$ cat src/hw/pin_port_defs.svh
`ifndef PIN_PORT_DEFS_SVH
`define PIN_PORT_DEFS_SVH

// register offsets inside the memory mapped config space
`define PIN_DIR_LOW_OFS   12'h0c2a
`define PIN_DIR_HIGH_OFS  12'h0c2c
`define PIN_LEVEL_LOW_OFS 12'h0c30
`define PIN_LEVEL_HIGH_OFS 12'h0c32
`define PIN_SET_LOW_OFS   12'h0c34
`define PIN_SET_HIGH_OFS  12'h0c36
`define PIN_CLR_LOW_OFS   12'h0c38
`define PIN_CLR_HIGH_OFS  12'h0c3a

// distance from a lower half register to its upper half
`define PIN_HALF_STEP     12'h0002

// widths and reset values
`define PIN_COUNT         32
`define PIN_HALF_W        16
`define PIN_DIR_RST       16'h0000
`define PIN_LEVEL_RST     16'h0000
`define PIN_HALF_ZERO     16'h0000

`endif

$ cat src/hw/pin_port_pkg.sv
package pin_port_pkg;

    typedef enum logic {
        ACC_IDLE,
        ACC_UPPER
    } access_state_t;

endpackage

$ cat src/hw/level_sync.sv
`timescale 1ns/10ps

module level_sync #(
    parameter int WIDTH = 32
) (
    input  wire logic             clock,
    input  wire logic             rstn,
    input  wire logic [WIDTH-1:0] async_in,
    output logic      [WIDTH-1:0] sync_out
);

    logic [WIDTH-1:0] stage1_r;

    // first stage feeds only the second stage
    always_ff @(posedge clock) begin
        if (!rstn) begin
            stage1_r <= '0;
            sync_out <= '0;
        end else begin
            stage1_r <= async_in;
            sync_out <= stage1_r;
        end
    end

endmodule // level_sync

$ cat src/hw/programmable_pin_dir_data.sv
`timescale 1ns/10ps

`include "pin_port_defs.svh"

module programmable_pin_dir_data
    import pin_port_pkg::*;
#(
    parameter int PINS = `PIN_COUNT
) (
    input  wire logic [11:0]     cfg_addr,
    input  wire logic            cfg_sel,
    input  wire logic            cfg_write,
    input  wire logic            cfg_wide,
    input  wire logic [31:0]     cfg_wdata,
    output logic      [31:0]     cfg_rdata,
    output logic                 cfg_done,
    output logic                 cfg_busy,
    input  wire logic [PINS-1:0] pin_function_select_bit,
    input  wire logic [PINS-1:0] alt_out,
    input  wire logic [PINS-1:0] alt_oe,
    input  wire logic [PINS-1:0] pin_in,
    output logic      [PINS-1:0] pin_out,
    output logic      [PINS-1:0] pin_oe,
    input  wire logic            clock,
    input  wire logic            rstn
);

    localparam int HW = `PIN_HALF_W;

    access_state_t   state_r;
    logic [11:0]     hold_addr_r;
    logic [HW-1:0]   hold_wdata_r;
    logic            hold_write_r;
    logic [PINS-1:0] pin_direction_bit_r;
    logic [PINS-1:0] latch_r;
    logic [PINS-1:0] pin_level_s;

    function automatic logic is_lower_half(input logic [11:0] addr);
        is_lower_half = (addr == `PIN_DIR_LOW_OFS) || (addr == `PIN_LEVEL_LOW_OFS) ||
                        (addr == `PIN_SET_LOW_OFS) || (addr == `PIN_CLR_LOW_OFS);
    endfunction

    // one half of the output latch: data write, set and clear all land here
    function automatic logic [HW-1:0] half_latch(
        input logic [HW-1:0] old,
        input logic [HW-1:0] wd,
        input logic [HW-1:0] ok,
        input logic          lvl,
        input logic          set,
        input logic          clr
    );
        half_latch = old;
        if (lvl) begin
            half_latch = wd;
        end else if (set) begin
            half_latch = old | (wd & ok);
        end else if (clr) begin
            half_latch = old & ~(wd & ok);
        end
    endfunction

    level_sync #(
        .WIDTH (PINS)
    ) u_pin_sync (
        .clock    (clock),
        .rstn     (rstn),
        .async_in (pin_in),
        .sync_out (pin_level_s)
    );

    // current half-word access
    wire            take      = cfg_sel && (state_r == ACC_IDLE);
    wire            upper     = (state_r == ACC_UPPER);
    wire            active    = take || upper;
    wire            split     = take && cfg_wide && is_lower_half(cfg_addr);
    wire [11:0]     cur_addr  = upper ? hold_addr_r : cfg_addr;
    wire [HW-1:0]   cur_wdata = upper ? hold_wdata_r : cfg_wdata[HW-1:0];
    wire            cur_wr    = active && (upper ? hold_write_r : cfg_write);

    wire            hit_dir_lo = cur_addr == `PIN_DIR_LOW_OFS;
    wire            hit_dir_hi = cur_addr == `PIN_DIR_HIGH_OFS;
    wire            hit_lvl_lo = cur_addr == `PIN_LEVEL_LOW_OFS;
    wire            hit_lvl_hi = cur_addr == `PIN_LEVEL_HIGH_OFS;
    wire            hit_set_lo = cur_addr == `PIN_SET_LOW_OFS;
    wire            hit_set_hi = cur_addr == `PIN_SET_HIGH_OFS;
    wire            hit_clr_lo = cur_addr == `PIN_CLR_LOW_OFS;
    wire            hit_clr_hi = cur_addr == `PIN_CLR_HIGH_OFS;

    // pins that software may drive: output and not given to the interface function
    wire [PINS-1:0] drive_ok = pin_direction_bit_r & ~pin_function_select_bit;

    // driven pins read the latch, all others the sampled pin
    wire [PINS-1:0] pin_read = (drive_ok & latch_r) | (~drive_ok & pin_level_s);

    wire [HW-1:0]   dir_lo_nxt = (cur_wr && hit_dir_lo) ? cur_wdata
                                 : pin_direction_bit_r[HW-1:0];
    wire [HW-1:0]   dir_hi_nxt = (cur_wr && hit_dir_hi) ? cur_wdata
                                 : pin_direction_bit_r[PINS-1:HW];

    wire [HW-1:0]   latch_lo_nxt = half_latch(latch_r[HW-1:0], cur_wdata, drive_ok[HW-1:0],
                                              cur_wr && hit_lvl_lo, cur_wr && hit_set_lo,
                                              cur_wr && hit_clr_lo);
    wire [HW-1:0]   latch_hi_nxt = half_latch(latch_r[PINS-1:HW], cur_wdata,
                                              drive_ok[PINS-1:HW], cur_wr && hit_lvl_hi,
                                              cur_wr && hit_set_hi, cur_wr && hit_clr_hi);

    wire [HW-1:0]   rd_half = hit_dir_lo ? pin_direction_bit_r[HW-1:0]
                            : hit_dir_hi ? pin_direction_bit_r[PINS-1:HW]
                            : hit_lvl_lo ? pin_read[HW-1:0]
                            : hit_lvl_hi ? pin_read[PINS-1:HW]
                            : `PIN_HALF_ZERO;

    // pad controls: interface function first, then direction and latch
    wire [PINS-1:0] oe_nxt  = (pin_function_select_bit & alt_oe) | drive_ok;
    wire [PINS-1:0] out_nxt = (pin_function_select_bit & alt_out) |
                              (~pin_function_select_bit & latch_r);

    always_ff @(posedge clock) begin
        if (!rstn) begin
            pin_direction_bit_r <= {2{`PIN_DIR_RST}};
            latch_r             <= {2{`PIN_LEVEL_RST}};
            pin_oe              <= '0;
            pin_out             <= '0;
        end else begin
            pin_direction_bit_r <= {dir_hi_nxt, dir_lo_nxt};
            latch_r             <= {latch_hi_nxt, latch_lo_nxt};
            pin_oe              <= oe_nxt;
            pin_out             <= out_nxt;
        end
    end

    // access sequencer: a wide access to a lower half register takes the low half first, the high half next
    always_ff @(posedge clock) begin
        if (!rstn) begin
            state_r      <= ACC_IDLE;
            hold_addr_r  <= 12'h0000;
            hold_wdata_r <= `PIN_HALF_ZERO;
            hold_write_r <= 1'b0;
            cfg_rdata    <= 32'h0000_0000;
            cfg_done     <= 1'b0;
            cfg_busy     <= 1'b0;
        end else begin
            cfg_done <= 1'b0;
            case (state_r)
                ACC_IDLE: begin
                    if (take) begin
                        cfg_rdata    <= {`PIN_HALF_ZERO, rd_half};
                        hold_addr_r  <= cfg_addr + `PIN_HALF_STEP;
                        hold_wdata_r <= cfg_wdata[31:HW];
                        hold_write_r <= cfg_write;
                        if (split) begin
                            state_r  <= ACC_UPPER;
                            cfg_busy <= 1'b1;
                        end else begin
                            cfg_done <= 1'b1;
                        end
                    end
                end
                ACC_UPPER: begin
                    cfg_rdata[31:HW] <= rd_half;
                    state_r          <= ACC_IDLE;
                    cfg_busy         <= 1'b0;
                    cfg_done         <= 1'b1;
                end
                default: begin
                    state_r  <= ACC_IDLE;
                    cfg_busy <= 1'b0;
                end
            endcase
        end
    end
endmodule // programmable_pin_dir_data

$ cat config.mk
export PLATFORM = sky130hd
export DESIGN_NAME = programmable_pin_dir_data
export DESIGN_NICKNAME = d
export VERILOG_FILES = /design/src/hw/pin_port_pkg.sv /design/src/hw/level_sync.sv /design/src/hw/programmable_pin_dir_data.sv
export VERILOG_INCLUDE_DIRS = /design/src /design/src/hw
export SDC_FILE = /design/constraint.sdc
export NUM_CORES = 1
export LEC_CHECK = 0
export BUFFER_PORTS_ARGS = -buffer_cell sky130_fd_sc_hd__buf_2
export CORE_ASPECT_RATIO = 1.1
export CORE_MARGIN = 3
export CORE_UTILIZATION = 48
export CTS_CLUSTER_DIAMETER = 120
export DETAILED_ROUTE_END_ITERATION = 8
export GPL_TIMING_DRIVEN = 1
export PLACE_DENSITY = 0.72
export RECOVER_POWER = 25
export SLEW_MARGIN = 10
export SYNTH_ARGS = -nofsm -noshare
export SYNTH_HDL_FRONTEND = slang
export SYNTH_SLANG_ARGS = --single-unit
$ cat constraint.sdc
create_clock -name clock -period 2.5 [get_ports clock]
set_input_delay 0 -clock clock [delete_from_list [all_inputs] [get_ports clock]]
set_output_delay 0 -clock clock [all_outputs]
set_load 0.02 [all_outputs]
Word level (Yosys, flattened, before mapping)
Cells that the tools add are included.
Word-level totals
  word-level logic and storage cells: 95
  output and inout bits: 98
  bits in registers: 256
  input port bits: 177
Cells by class
  $add $sub $neg: 1
  muxes and demuxes: 24
  reductions and logical operators: 20
  eq/ne operators: 14
  bitwise operators: 20
Operators by type and width (number)
  bitwise AND 32 bit: 6
  two-way mux 16 bit: 11
  equality test 12 bit, second input constant: 12
  OR 32 bit: 3
  bitwise AND 16 bit: 4
  inverter 32 bit: 2
  two-way mux 32 bit: 1
  inverter 16 bit: 2
  OR 16 bit: 2
  one-hot mux 16 bit (2 select lines): 1
  adder 12 x 2 -> 12 bit, second input constant: 1
  logical AND 1 bit: 12
  two-way mux 12 bit: 1
  two-way mux 1 bit: 7
  one-hot mux 1 bit (2 select lines): 3
  nonzero test 3 bit: 2
  logical OR 1 bit: 4
  != test 2 bit, second input constant: 2
  AND reduction 2 bit: 2
  inverter 1 bit: 1

Depth between registers and ports, before layout
Gate-level depths: netlist of run 1.
  depth in word-level cells: 11
  gate-level depth with buffers: 9
  mapped depth without buffers: 6

Cells and area by module
From an unflattened synthesis of run 1, not the netlist that was laid out.
Unflattened totals
  cell total of the unflattened synthesis: 1170
  area total of the unflattened synthesis: 10916.7 sq um
Modules (own cells, without submodules)
  programmable_pin_dir_data: cells each 1036, instances 1, area an instance 9125.0 sq um, sequential area each 3843.7 sq um
  level_sync: cells each 134, instances 1, area an instance 1791.7 sq um, sequential area each 1281.2 sq um

Least setup slack after synthesis of run 1
No wires, ideal clock.
  path kind: reg-to-reg
  from: register state_r
  to: register cfg_rdata[10]
  data required time: 2.408 ns
  path slack: 0.153 ns
  path buffers: 3
  period minus slack after synthesis: 2.347 ns
  setup time: 0.092 ns
  data arrival time: 2.254 ns
  cell stages (with the launch flop): 9
  cells stage by stage: dfxtp_1 buf_4 buf_4 or3b_2 nand2_1 o2111ai_1 clkbuf_1 o221a_2 o32ai_1
Between the ends
  longest elaborated chain between the ends: 6
  elaborated cells on any way between the ends: 12
  those cells by class: eq/ne: 4; mux: 5; bitwise: 1; reduce/logical: 2
Ends and longest elaborated chain
  from (decl): RTL line programmable_pin_dir_data.sv:30  | access_state_t state_r;
  from (signal assigned): RTL line programmable_pin_dir_data.sv:135  | state_r <= ACC_IDLE;
  from (signal assigned): RTL line programmable_pin_dir_data.sv:152  | state_r <= ACC_UPPER;
  from (signal assigned): RTL line programmable_pin_dir_data.sv:161  | state_r <= ACC_IDLE;
  two-way mux 12 bit: RTL line programmable_pin_dir_data.sv:76  | wire [11:0] cur_addr = upper ? hold_addr_r : cfg_addr;
  equality test 12 bit (no source line)
  two-way mux 16 bit (no source line) (4 in a row)
  to (signal assigned): RTL line programmable_pin_dir_data.sv:147  | cfg_rdata <= {`PIN_HALF_ZERO, rd_half};
  to (signal, indexed assignment): RTL line programmable_pin_dir_data.sv:160  | cfg_rdata[31:HW] <= rd_half;
  to (decl): RTL line programmable_pin_dir_data.sv:15  | output logic [31:0] cfg_rdata,
Several ways; a longest one is shown, not always the timed one.
A chain may end at the register's enable or synchronous reset.

==> results.yml, run 1 <==
logic_synthesis:
  syn-num-nets: 1349
  ys_types: 57
  netlist_instances: 1171
  synth_ff_type: "dfxtp_1"
  ys_ff_latch: 256
  yosysSeqAreaShare: 0.473
  synth_top_area_cell: "dfxtp_1"
  yosys_warnings: 0
  ys_async_sr_fraction: 0
  synth_top_area_share: 0.473
  synth_area_per_cell_um2: 9.25
  synthesis.area_um2: 10800
  synth_edf_count: 0
  yosys-top-cells-area: "dfxtp_1, mux2i_1, and2_1, nor2_1, a21oi_1"
layout:
  drive_gt1_frac: 0.229
  finalNonFillerCells: 1993
  area_delta_synth_final_pct: 47.7
  layout_commonest_cell: "dfxtp_1"
  multi_input_area_um2: 5340
  final_nets: 1853
  mostFrequentLayoutCells: "dfxtp_1, buf_2, dlygate4sd3_1"
  fillCellCount: 1553
  seq_area_um2: 5130
floorplan:
  core-area_um2: 22100
  die_area_um2: 24400
  ios: 275
  rows: 57
  die_h_um: 164
  die_x_um: 149
  start_util: 0.490
clocking:
  cts.sinks: 256
  clock_path_buffers: 3
  cts_tree: "yes"
  h-tree-depth: 1
  worstSkewPairLatency_ps: 540
  cts_made_buffers: 26
  clkSlewWorstSetupHoldPaths_ps: 60
  root_buffer: "clkbuf_16"
worst_setup_path:
  criticalPathCategory: "reg -> reg"
  required_ps: 2890
  crit_path_end_kind: "flip-flop"
  crit_arrival_ps: 2790
  critPathMaxFanout: 27
  start_kind: "flip-flop"
grt:
  grt_pass1_vias: 12000
  grt_overflow_total: 0
  grt_pass1_wl_um: 65900
  grt_start_max_net_pins: 170
  antenna_found_initial: 3
  track_usage: 0.343
pwr:
  power_density_nw_per_um2: 602
  peakVddDrop_v: 0.000549
  p_leak_nw: 6.62
timing:
  rsz0062_at_grt: "yes"
  fin_tns_setup_ps: 0
  skew_ps: 11.4
  fin_ws_ps: 103
  worst_pin_slew_ps: 1380
  finalHoldViolCount: 0
  slew_headroom: 0.0810
  min_period_ps: 2400
  fin_hold_ws_ps: 6.22
  drv_slew: 0
  max_freq_mhz: 417
  finalCritPeriodShare: 0.959
  setup_violations: 0
drt:
  vias: 11800
  vias_per_cell: 5.90
  wirelength_met1_um: 16000
  highest_layer: "met4"
  ant_nets: 0
  wl_met3_um: 4590
  drt_iter0_drc: 1257
  avgRoutedWirePerCell_um: 21.8
  wl_met2_um: 20000
  firstDrtPassIters: 5
  drcViolationCount: 0
  wl_um: 43400
worst_hold_path:
  hp-class: "in -> reg"
placement:
  pre_cts_slack_ps: 150
  hpwl_um: 25600
  gp_congestion: 0.914
  place_inst: 1694
  portBuffers: 274
status:
  outcome: "completed"
run:
  cap_violations: 0
-- critical path, stage by stage, from the launching register on --
cell      delay (ps)
dfxtp_4          460
or3b_2           510
a222oi_1         580
buf_12           250
a31oi_1           70
o211ai_1         230
o21ai_0          150
-- layer usage --
metal	vias up	GRT usage
li1	5220	-
met1	5473	0.421
met2	837	0.561
met3	227	0.0699
met4	0	0.194
met5	-	0
-- metrics by stage --
| step | power, mW | cell area (um^2) | utilization |
|---|---|---|---|
| 3_3_place_gp | 5.08 | 12600 | 0.570 |
| 5_1_grt | 9.87 | 16000 | 0.723 |
| 6_report | 9.63 | 16000 | 0.723 |
| 4_1_cts | 9.55 | 16000 | 0.724 |
| 2_1_floorplan | 4.71 | 10800 | - |
| 3_5_place_dp | 5.09 | 12600 | 0.570 |
-- cells in the mapped netlist (15+ instances only) --
cell type and count:
a211oi_1 27, a211oi_2 15, a21oi_1 86, a22oi_1 18, a31oi_1 43, and2_1 83
clkbuf_1 69, dfxtp_1 256, mux2i_1 82, nand2_1 83, nand2b_1 33, nand3b_1 15
nor2_1 129, o211ai_1 17, o21a_1 16, o21ai_0 44, o31ai_1 16
-- layout make-up --
class | instances | share of cell area
antenna | 3 | 0.000469
clock buffer | 29 | 0.0440
clock inverter | 19 | 0.0147
inverter | 14 | 0.00360
multi-input combinational | 819 | 0.334
sequential | 256 | 0.321
tap | 295 | 0.0231
timing repair buffer | 558 | 0.260
-- worst paths after layout --
| path | endpoint | from | slack, ps | cells after the start |
|---|---|---|---|---|
| worst min-delay path | pin_direction_bit_r[13] | cfg_wdata[13] | 6 | 4 |
| worst min register to register | u_pin_sync.sync_out[11] | u_pin_sync.stage1_r[11] | 430 | 1 |
| worst max-delay path | flip-flop | state_r | 100 | 6 |
| worst max register to register | flip-flop | state_r | 100 | 6 |
-- cells by family (layout without fill, tap and decap cells) --
| family | Yosys count | after routing | synth area share |
|---|---|---|---|
| AND/OR/NAND/NOR | 379 | 379 | 0.174 |
| AO/OA/AOI/OAI | 342 | 342 | 0.225 |
| flip-flops | 256 | 256 | 0.473 |
| buffers and inverters | 96 | 620 | 0.0370 |
| multiplexers | 87 | 87 | 0.0810 |
| XOR/XNOR | 10 | 10 | 0.00809 |
| adder cells (fa/ha/maj) | 1 | 1 | 0.00116 |
| other | 0 | 3 | 0 |
-- where the power goes --
| part | total, mW | leakage [nW] | internal, mW | switching, mW |
|---|---|---|---|---|
| Sequential | 4.25 | 2.09 | 4.20 | 0.0566 |
| Clock | 4.28 | 0.450 | 2.55 | 1.73 |
| Combinational | 1.10 | 4.08 | 0.541 | 0.560 |
-- repair_timing --
action,CTS,global route
setup endpoints to repair,0,30
gates resized for setup,0,2
hold endpoints to repair,157,0
hold buffers,247,0
buffers inserted,0,1
No activity file was read; power rests on OpenSTA's default activity.
==> inputs of run 2 (changes only) <==
CORE_UTILIZATION = 50   (was 48)
clock period = 2.7 ns   (was 2.5 ns; I/O delays follow)
==> run 2 against run 1 <==
  * Power shrank 8.2%
  * Global-route usage rose by 1.2 points
  * Final area increased by 0.17%
  * Final cell count rose by 0.30%
  * First-iteration DRC count decreased by 18%
  * Combinational power fell by 5%
  * Count of clock-buffer cells in the layout up 4
  * Sequential power down 7.5%
==> results.yml, run 2 (synthesis gave the netlist of run 1 again) <==
status:
  outcome: "completed"
pwr:
  p_leak_nw: 6.48
  peakVddDrop_v: 0.000483
  power.switching_mw: 2.16
  clock_power_share: 0.438
  switching_share: 0.244
  pwr-share-seq: 0.445
  intPower_mw: 6.68
  power_density_nw_per_um2: 552
  p_comb_frac: 0.117
clocking:
  cts.sinks: 256
  root_buffer: "clkbuf_16"
  cts_made_buffers: 26
  clock_path_buffers: 3
  cts_tree: "yes"
  clkSlewWorstSetupHoldPaths_ps: 60
  h-tree-depth: 1
  worstSkewPairLatency_ps: 550
  post_cts_buffers: 0
  cts_resized: 0
worst_setup_path:
  crit_path_end_kind: "flip-flop"
  worstPathCellList: "or3b_2, a22oi_1, nor2b_1, a31oi_1, o41ai_1"
  r2r_cells: 5
  r2r_slack_ps: 170
  criticalPathCategory: "reg -> reg"
  start_kind: "flip-flop"
  crit_arrival_ps: 2970
  critPathSlowestCell: "nor2b_1"
  required_ps: 3140
  rr_startpoint: "state_r"
  critPathMaxFanout: 13
  max_stage_delay_ps: 740
floorplan:
  die_h_um: 160
  core-area_um2: 20900
  die_area_um2: 23500
  start_util: 0.518
  ios: 275
  die_x_um: 146
  rows: 55
timing:
  setup_violations: 0
  skew_ps: 29.4
  fin_hold_ws_ps: 40.8
  min_period_ps: 2530
  drv_slew: 0
  finalCritPeriodShare: 0.937
  slew_headroom: 0.388
  rsz0062_at_grt: "no"
  fin_tns_setup_ps: 0
  worst_pin_slew_ps: 918
  finalHoldViolCount: 0
  max_freq_mhz: 395
  fin_ws_ps: 171
placement:
  pre_cts_slack_ps: 155
  place_area_um2: 12600
  portBuffers: 274
  hpwl_um: 25600
  gp_congestion: 0.882
drt:
  drt_iter0_drc: 1025
  firstDrtPassIters: 5
  ant_nets: 0
  drcViolationCount: 0
  avgRoutedWirePerCell_um: 21.7
  wl_um: 43500
  vias: 11800
  vias_per_cell: 5.89
grt:
  grt_start_max_net_pins: 74
  antenna_found_initial: 2
  track_usage: 0.354
  grt_pass1_vias: 12000
  grt_overflow_total: 0
  grt_pass1_wl_um: 66900
layout:
  final_nets: 1872
  drive_gt1_frac: 0.194
  layout_commonest_cell: "dlygate4sd3_1"
  fillCellCount: 1430
  area_delta_synth_final_pct: 47.9
  mostFrequentLayoutCells: "dlygate4sd3_1, dfxtp_1, buf_2"
  final_area_um2: 16000
  seq_area_um2: 5130
  multi_input_area_um2: 5350
  final_util: 0.766
worst_hold_path:
  hold_depth: 4
  hp-class: "in -> reg"
  min_to: "pin_direction_bit_r[12]"
  min_from: "cfg_wdata[12]"
run:
  cap_violations: 0
[run 2: metal layers]
metal | global-route usage | vias up | share of wire
met1 | 0.431 | 5564 | 0.37
met3 | 0.0948 | 169 | 0.11
met4 | 0.160 | 0 | 0.050
li1 | - | 5272 | -
met2 | 0.590 | 775 | 0.47
met5 | 0 | - | 0
[run 2: how the worst max path moves through the flow]
stage,startpoint,to
floorplan,state_r,cfg_rdata[10]
global placement,state_r,cfg_rdata[20]
detailed placement,state_r,cfg_rdata[8]
CTS,state_r,cfg_rdata[8]
global route,state_r,flip-flop
finish,state_r,flip-flop
[run 2: metrics by stage]
step                      instances  power, mW
after floorplan                1171       4.36
after global placement         1691       4.70
after detailed placement       1691       4.71
after CTS                      1997       8.76
after global routing           1999       9.06
final                          1999       8.85
[run 2: what timing repair did]
action / in CTS / in global routing
setup endpoints to repair: 0 / 0
hold buffers: 260 / 0
hold endpoints to repair: 171 / 0
[run 2: power groups by stage]
stage	Sequential [mW]	Combinational (mW)	Clock [mW]
finish	3.93	1.04	3.87
global route	3.94	1.09	4.02
CTS	3.93	0.981	3.85
detailed placement	4.01	0.698	0
global placement	4.01	0.693	0
floorplan	4.05	0.313	0
[run 2: layout make-up]
cell class	count	share of cell area
Multi-Input combinational cell	819	0.334
Clock buffer	33	0.0454
Timing Repair Buffer	577	0.263
Antenna cell	2	0.000312
Clock inverter	13	0.0112
Sequential cell	256	0.320
Tap cell	285	0.0223
Inverter	14	0.00359
[run 2: worst max-delay path: cells and delay by family, from the launching register on]
kind            cells  cell delay, ps
flops               1             390
compound gates      3             790
simple gates        2            1250
==> inputs of run 3 (changes only) <==
ABC_AREA = 1   (was default)
BUFFER_PORTS_ARGS = default   (was -buffer_cell sky130_fd_sc_hd__buf_2)
DONT_BUFFER_PORTS = 1   (was default)
PLACE_DENSITY = 0.61   (was 0.72)
==> run 3 against run 2 <==
  * Setup slack improved by 190 ps
  * Routed wire length down 8.7%
  * Clock power down 3%
  * Highest routed layer is now met5
  * Synthesized cell count is 34% higher
==> results.yml, run 3 <==
status:
  outcome: "completed"
worst_setup_path:
  cpMostUsedCell: "nand2_1"
  criticalPathCategory: "reg -> reg"
  critPathMaxFanout: 32
  start_kind: "flip-flop"
  crit_arrival_ps: 2760
  crit_buf_inv: 2
  critPathSlowestCell: "dfxtp_1"
  rr_startpoint: "state_r"
  cp_top_family: "simple AND/OR/NAND/NOR gates"
  r2r_slack_ps: 360
  crit_path_end_kind: "flip-flop"
  required_ps: 3110
  r2r_cells: 14
  worstPathCellList: "buf_12, inv_8, nor2_2, nand2_1, nand2_2, nand2_4, nor2_8, nand2_2, nand2_4, nand2_1, nand2_1, nand2_1, o21ai_0, nor2_1"
  max_stage_delay_ps: 370
drt:
  drt_iter0_drc: 937
  drcViolationCount: 0
  avgRoutedWirePerCell_um: 18.5
  wl_um: 39700
  ant_nets: 0
  vias: 11500
  vias_per_cell: 5.35
  firstDrtPassIters: 6
timing:
  fin_ws_ps: 357
  min_period_ps: 2340
  drv_slew: 0
  max_freq_mhz: 427
  worst_pin_slew_ps: 1170
  fin_tns_setup_ps: 0
  setup_violations: 0
  finalHoldViolCount: 0
  fin_hold_ws_ps: 7.81
  finalCritPeriodShare: 0.868
  skew_ps: 12.8
  slew_headroom: 0.215
  rsz0062_at_grt: "no"
placement:
  hpwl_um: 23500
  pre_cts_slack_ps: 388
  portBuffers: 0
  gp_congestion: 0.941
clocking:
  cts_tree: "yes"
  worstSkewPairLatency_ps: 530
  clock_path_buffers: 3
  h-tree-depth: 1
  post_cts_buffers: 0
  cts_made_buffers: 27
  cts.sinks: 256
  clkSlewWorstSetupHoldPaths_ps: 70
  cts_resized: 0
  cts_hold_buffers: 304
  root_buffer: "clkbuf_16"
grt:
  grt_overflow_total: 0
  antenna_found_initial: 2
  grt_pass1_wl_um: 61100
  grt_pass1_vias: 11300
  track_usage: 0.321
  grt_start_max_net_pins: 132
logic_synthesis:
  syn-num-nets: 1742
  synth_area_per_cell_um2: 7.10
  synthesis.area_um2: 11100
  synth_top_area_share: 0.461
  netlist_instances: 1564
  yosysSeqAreaShare: 0.461
  yosys-top-cells-area: "dfxtp_1, nand2_1, inv_1, o21ai_0, a21oi_1"
  synth_top_area_cell: "dfxtp_1"
  synth_common_cells: "nand2_1, dfxtp_1, inv_1"
  ys_types: 39
  ys_ff_latch: 256
  ys_async_sr_fraction: 0
  yosys_warnings: 0
  synth_edf_count: 0
  synth_ff_type: "dfxtp_1"
  synth.most_common_cell: "nand2_1"
floorplan:
  rows: 56
  die_x_um: 148
  ios: 275
  die_area_um2: 24000
  start_util: 0.515
  die_h_um: 162
  core-area_um2: 21600
layout:
  final_nets: 2018
  area_delta_synth_final_pct: 36.8
  drive_gt1_frac: 0.0700
  mostFrequentLayoutCells: "nand2_1, dlygate4sd3_1, dfxtp_1"
  fillCellCount: 1715
  layout_commonest_cell: "nand2_1"
  seq_area_um2: 5120
  multi_input_area_um2: 4740
worst_hold_path:
  min_from: "pin_function_select_bit[27]"
  hp-class: "in -> reg"
  hold_depth: 7
pwr:
  power_density_nw_per_um2: 567
  p_leak_nw: 7.07
  peakVddDrop_v: 0.000523
run:
  cap_violations: 0
## run 3: cell count changes after synthesis, moves of 31 or more
cell and change:
o21ai_0 +109, a21oi_1 +50, nor2_1 +31, nand3_1 +82
inv_1 +208, nand2_1 +246, nand2b_1 -33, a31oi_1 -43
mux2i_1 -82, and2_1 -83
## run 3: per-stage QoR
stage                     std cells  utilization  total power, mW  cell area (um^2)
final                          2147        0.704             8.61             15200
after global routing           2147        0.704             8.89             15200
after CTS                      2146        0.704             8.60             15200
after detailed placement       1797        0.521             4.52             11300
after global placement         1797        0.521             4.51             11300
after floorplan                1564            -             4.42             11100
## run 3: layout make-up
class | instances | share of cell area
flip-flops and latches | 256 | 0.337
multi-input cells | 1005 | 0.312
repair buffers | 320 | 0.211
inverters | 230 | 0.0576
clock buffers | 36 | 0.0500
well taps | 290 | 0.0239
clock inverters | 9 | 0.00790
diodes | 1 | 0.000165
## run 3: worst reg2reg max path: cells and delay by family, from the launching register on
family | cells | cell delay, ps
flip-flops | 1 | 370
AND/OR/NAND/NOR | 11 | 1460
AO/OA/AOI/OAI | 1 | 70
buffers and inverters | 2 | 310
## run 3: worst max path at each step
stage / slack, ps / start / cells after the start / end
2_1_floorplan: 960 / state_r / 12 / flip-flop
3_3_place_gp: 430 / state_r / 14 / flip-flop
3_5_place_dp: 390 / state_r / 13 / flip-flop
4_1_cts: 370 / state_r / 13 / flip-flop
5_1_grt: 110 / state_r / 11 / flip-flop
6_report: 360 / state_r / 14 / flip-flop
## run 3: logic make-up (layout without fill, tap and decap cells)
| kind of cell | Yosys count | count (layout) | synth area share |
|---|---|---|---|
| AO/OA/AOI/OAI | 335 | 335 | 0.159 |
| XOR/XNOR | 8 | 8 | 0.00631 |
| adder cells (fa/ha/maj) | 1 | 1 | 0.00113 |
| buffers and inverters | 303 | 595 | 0.112 |
| flip-flops | 256 | 256 | 0.461 |
| other | 0 | 1 | 0 |
| AND/OR/NAND/NOR | 661 | 661 | 0.261 |
## run 3: power breakdown
| part | switching (mW) | internal [mW] | total (mW) |
|---|---|---|---|
| Combinational | 0.405 | 0.409 | 0.814 |
| Sequential | 0.132 | 3.91 | 4.04 |
| Clock | 1.52 | 2.24 | 3.75 |
## run 3: metal layers
metal	GRT usage	part of all wire	wire, um	vias to the layer above
met5	0	0.00030	12	-
met2	0.554	0.48	19100	565
li1	-	-	-	5509
met1	0.389	0.39	15400	5257
met3	0.0593	0.076	3030	146
met4	0.149	0.054	2140	2
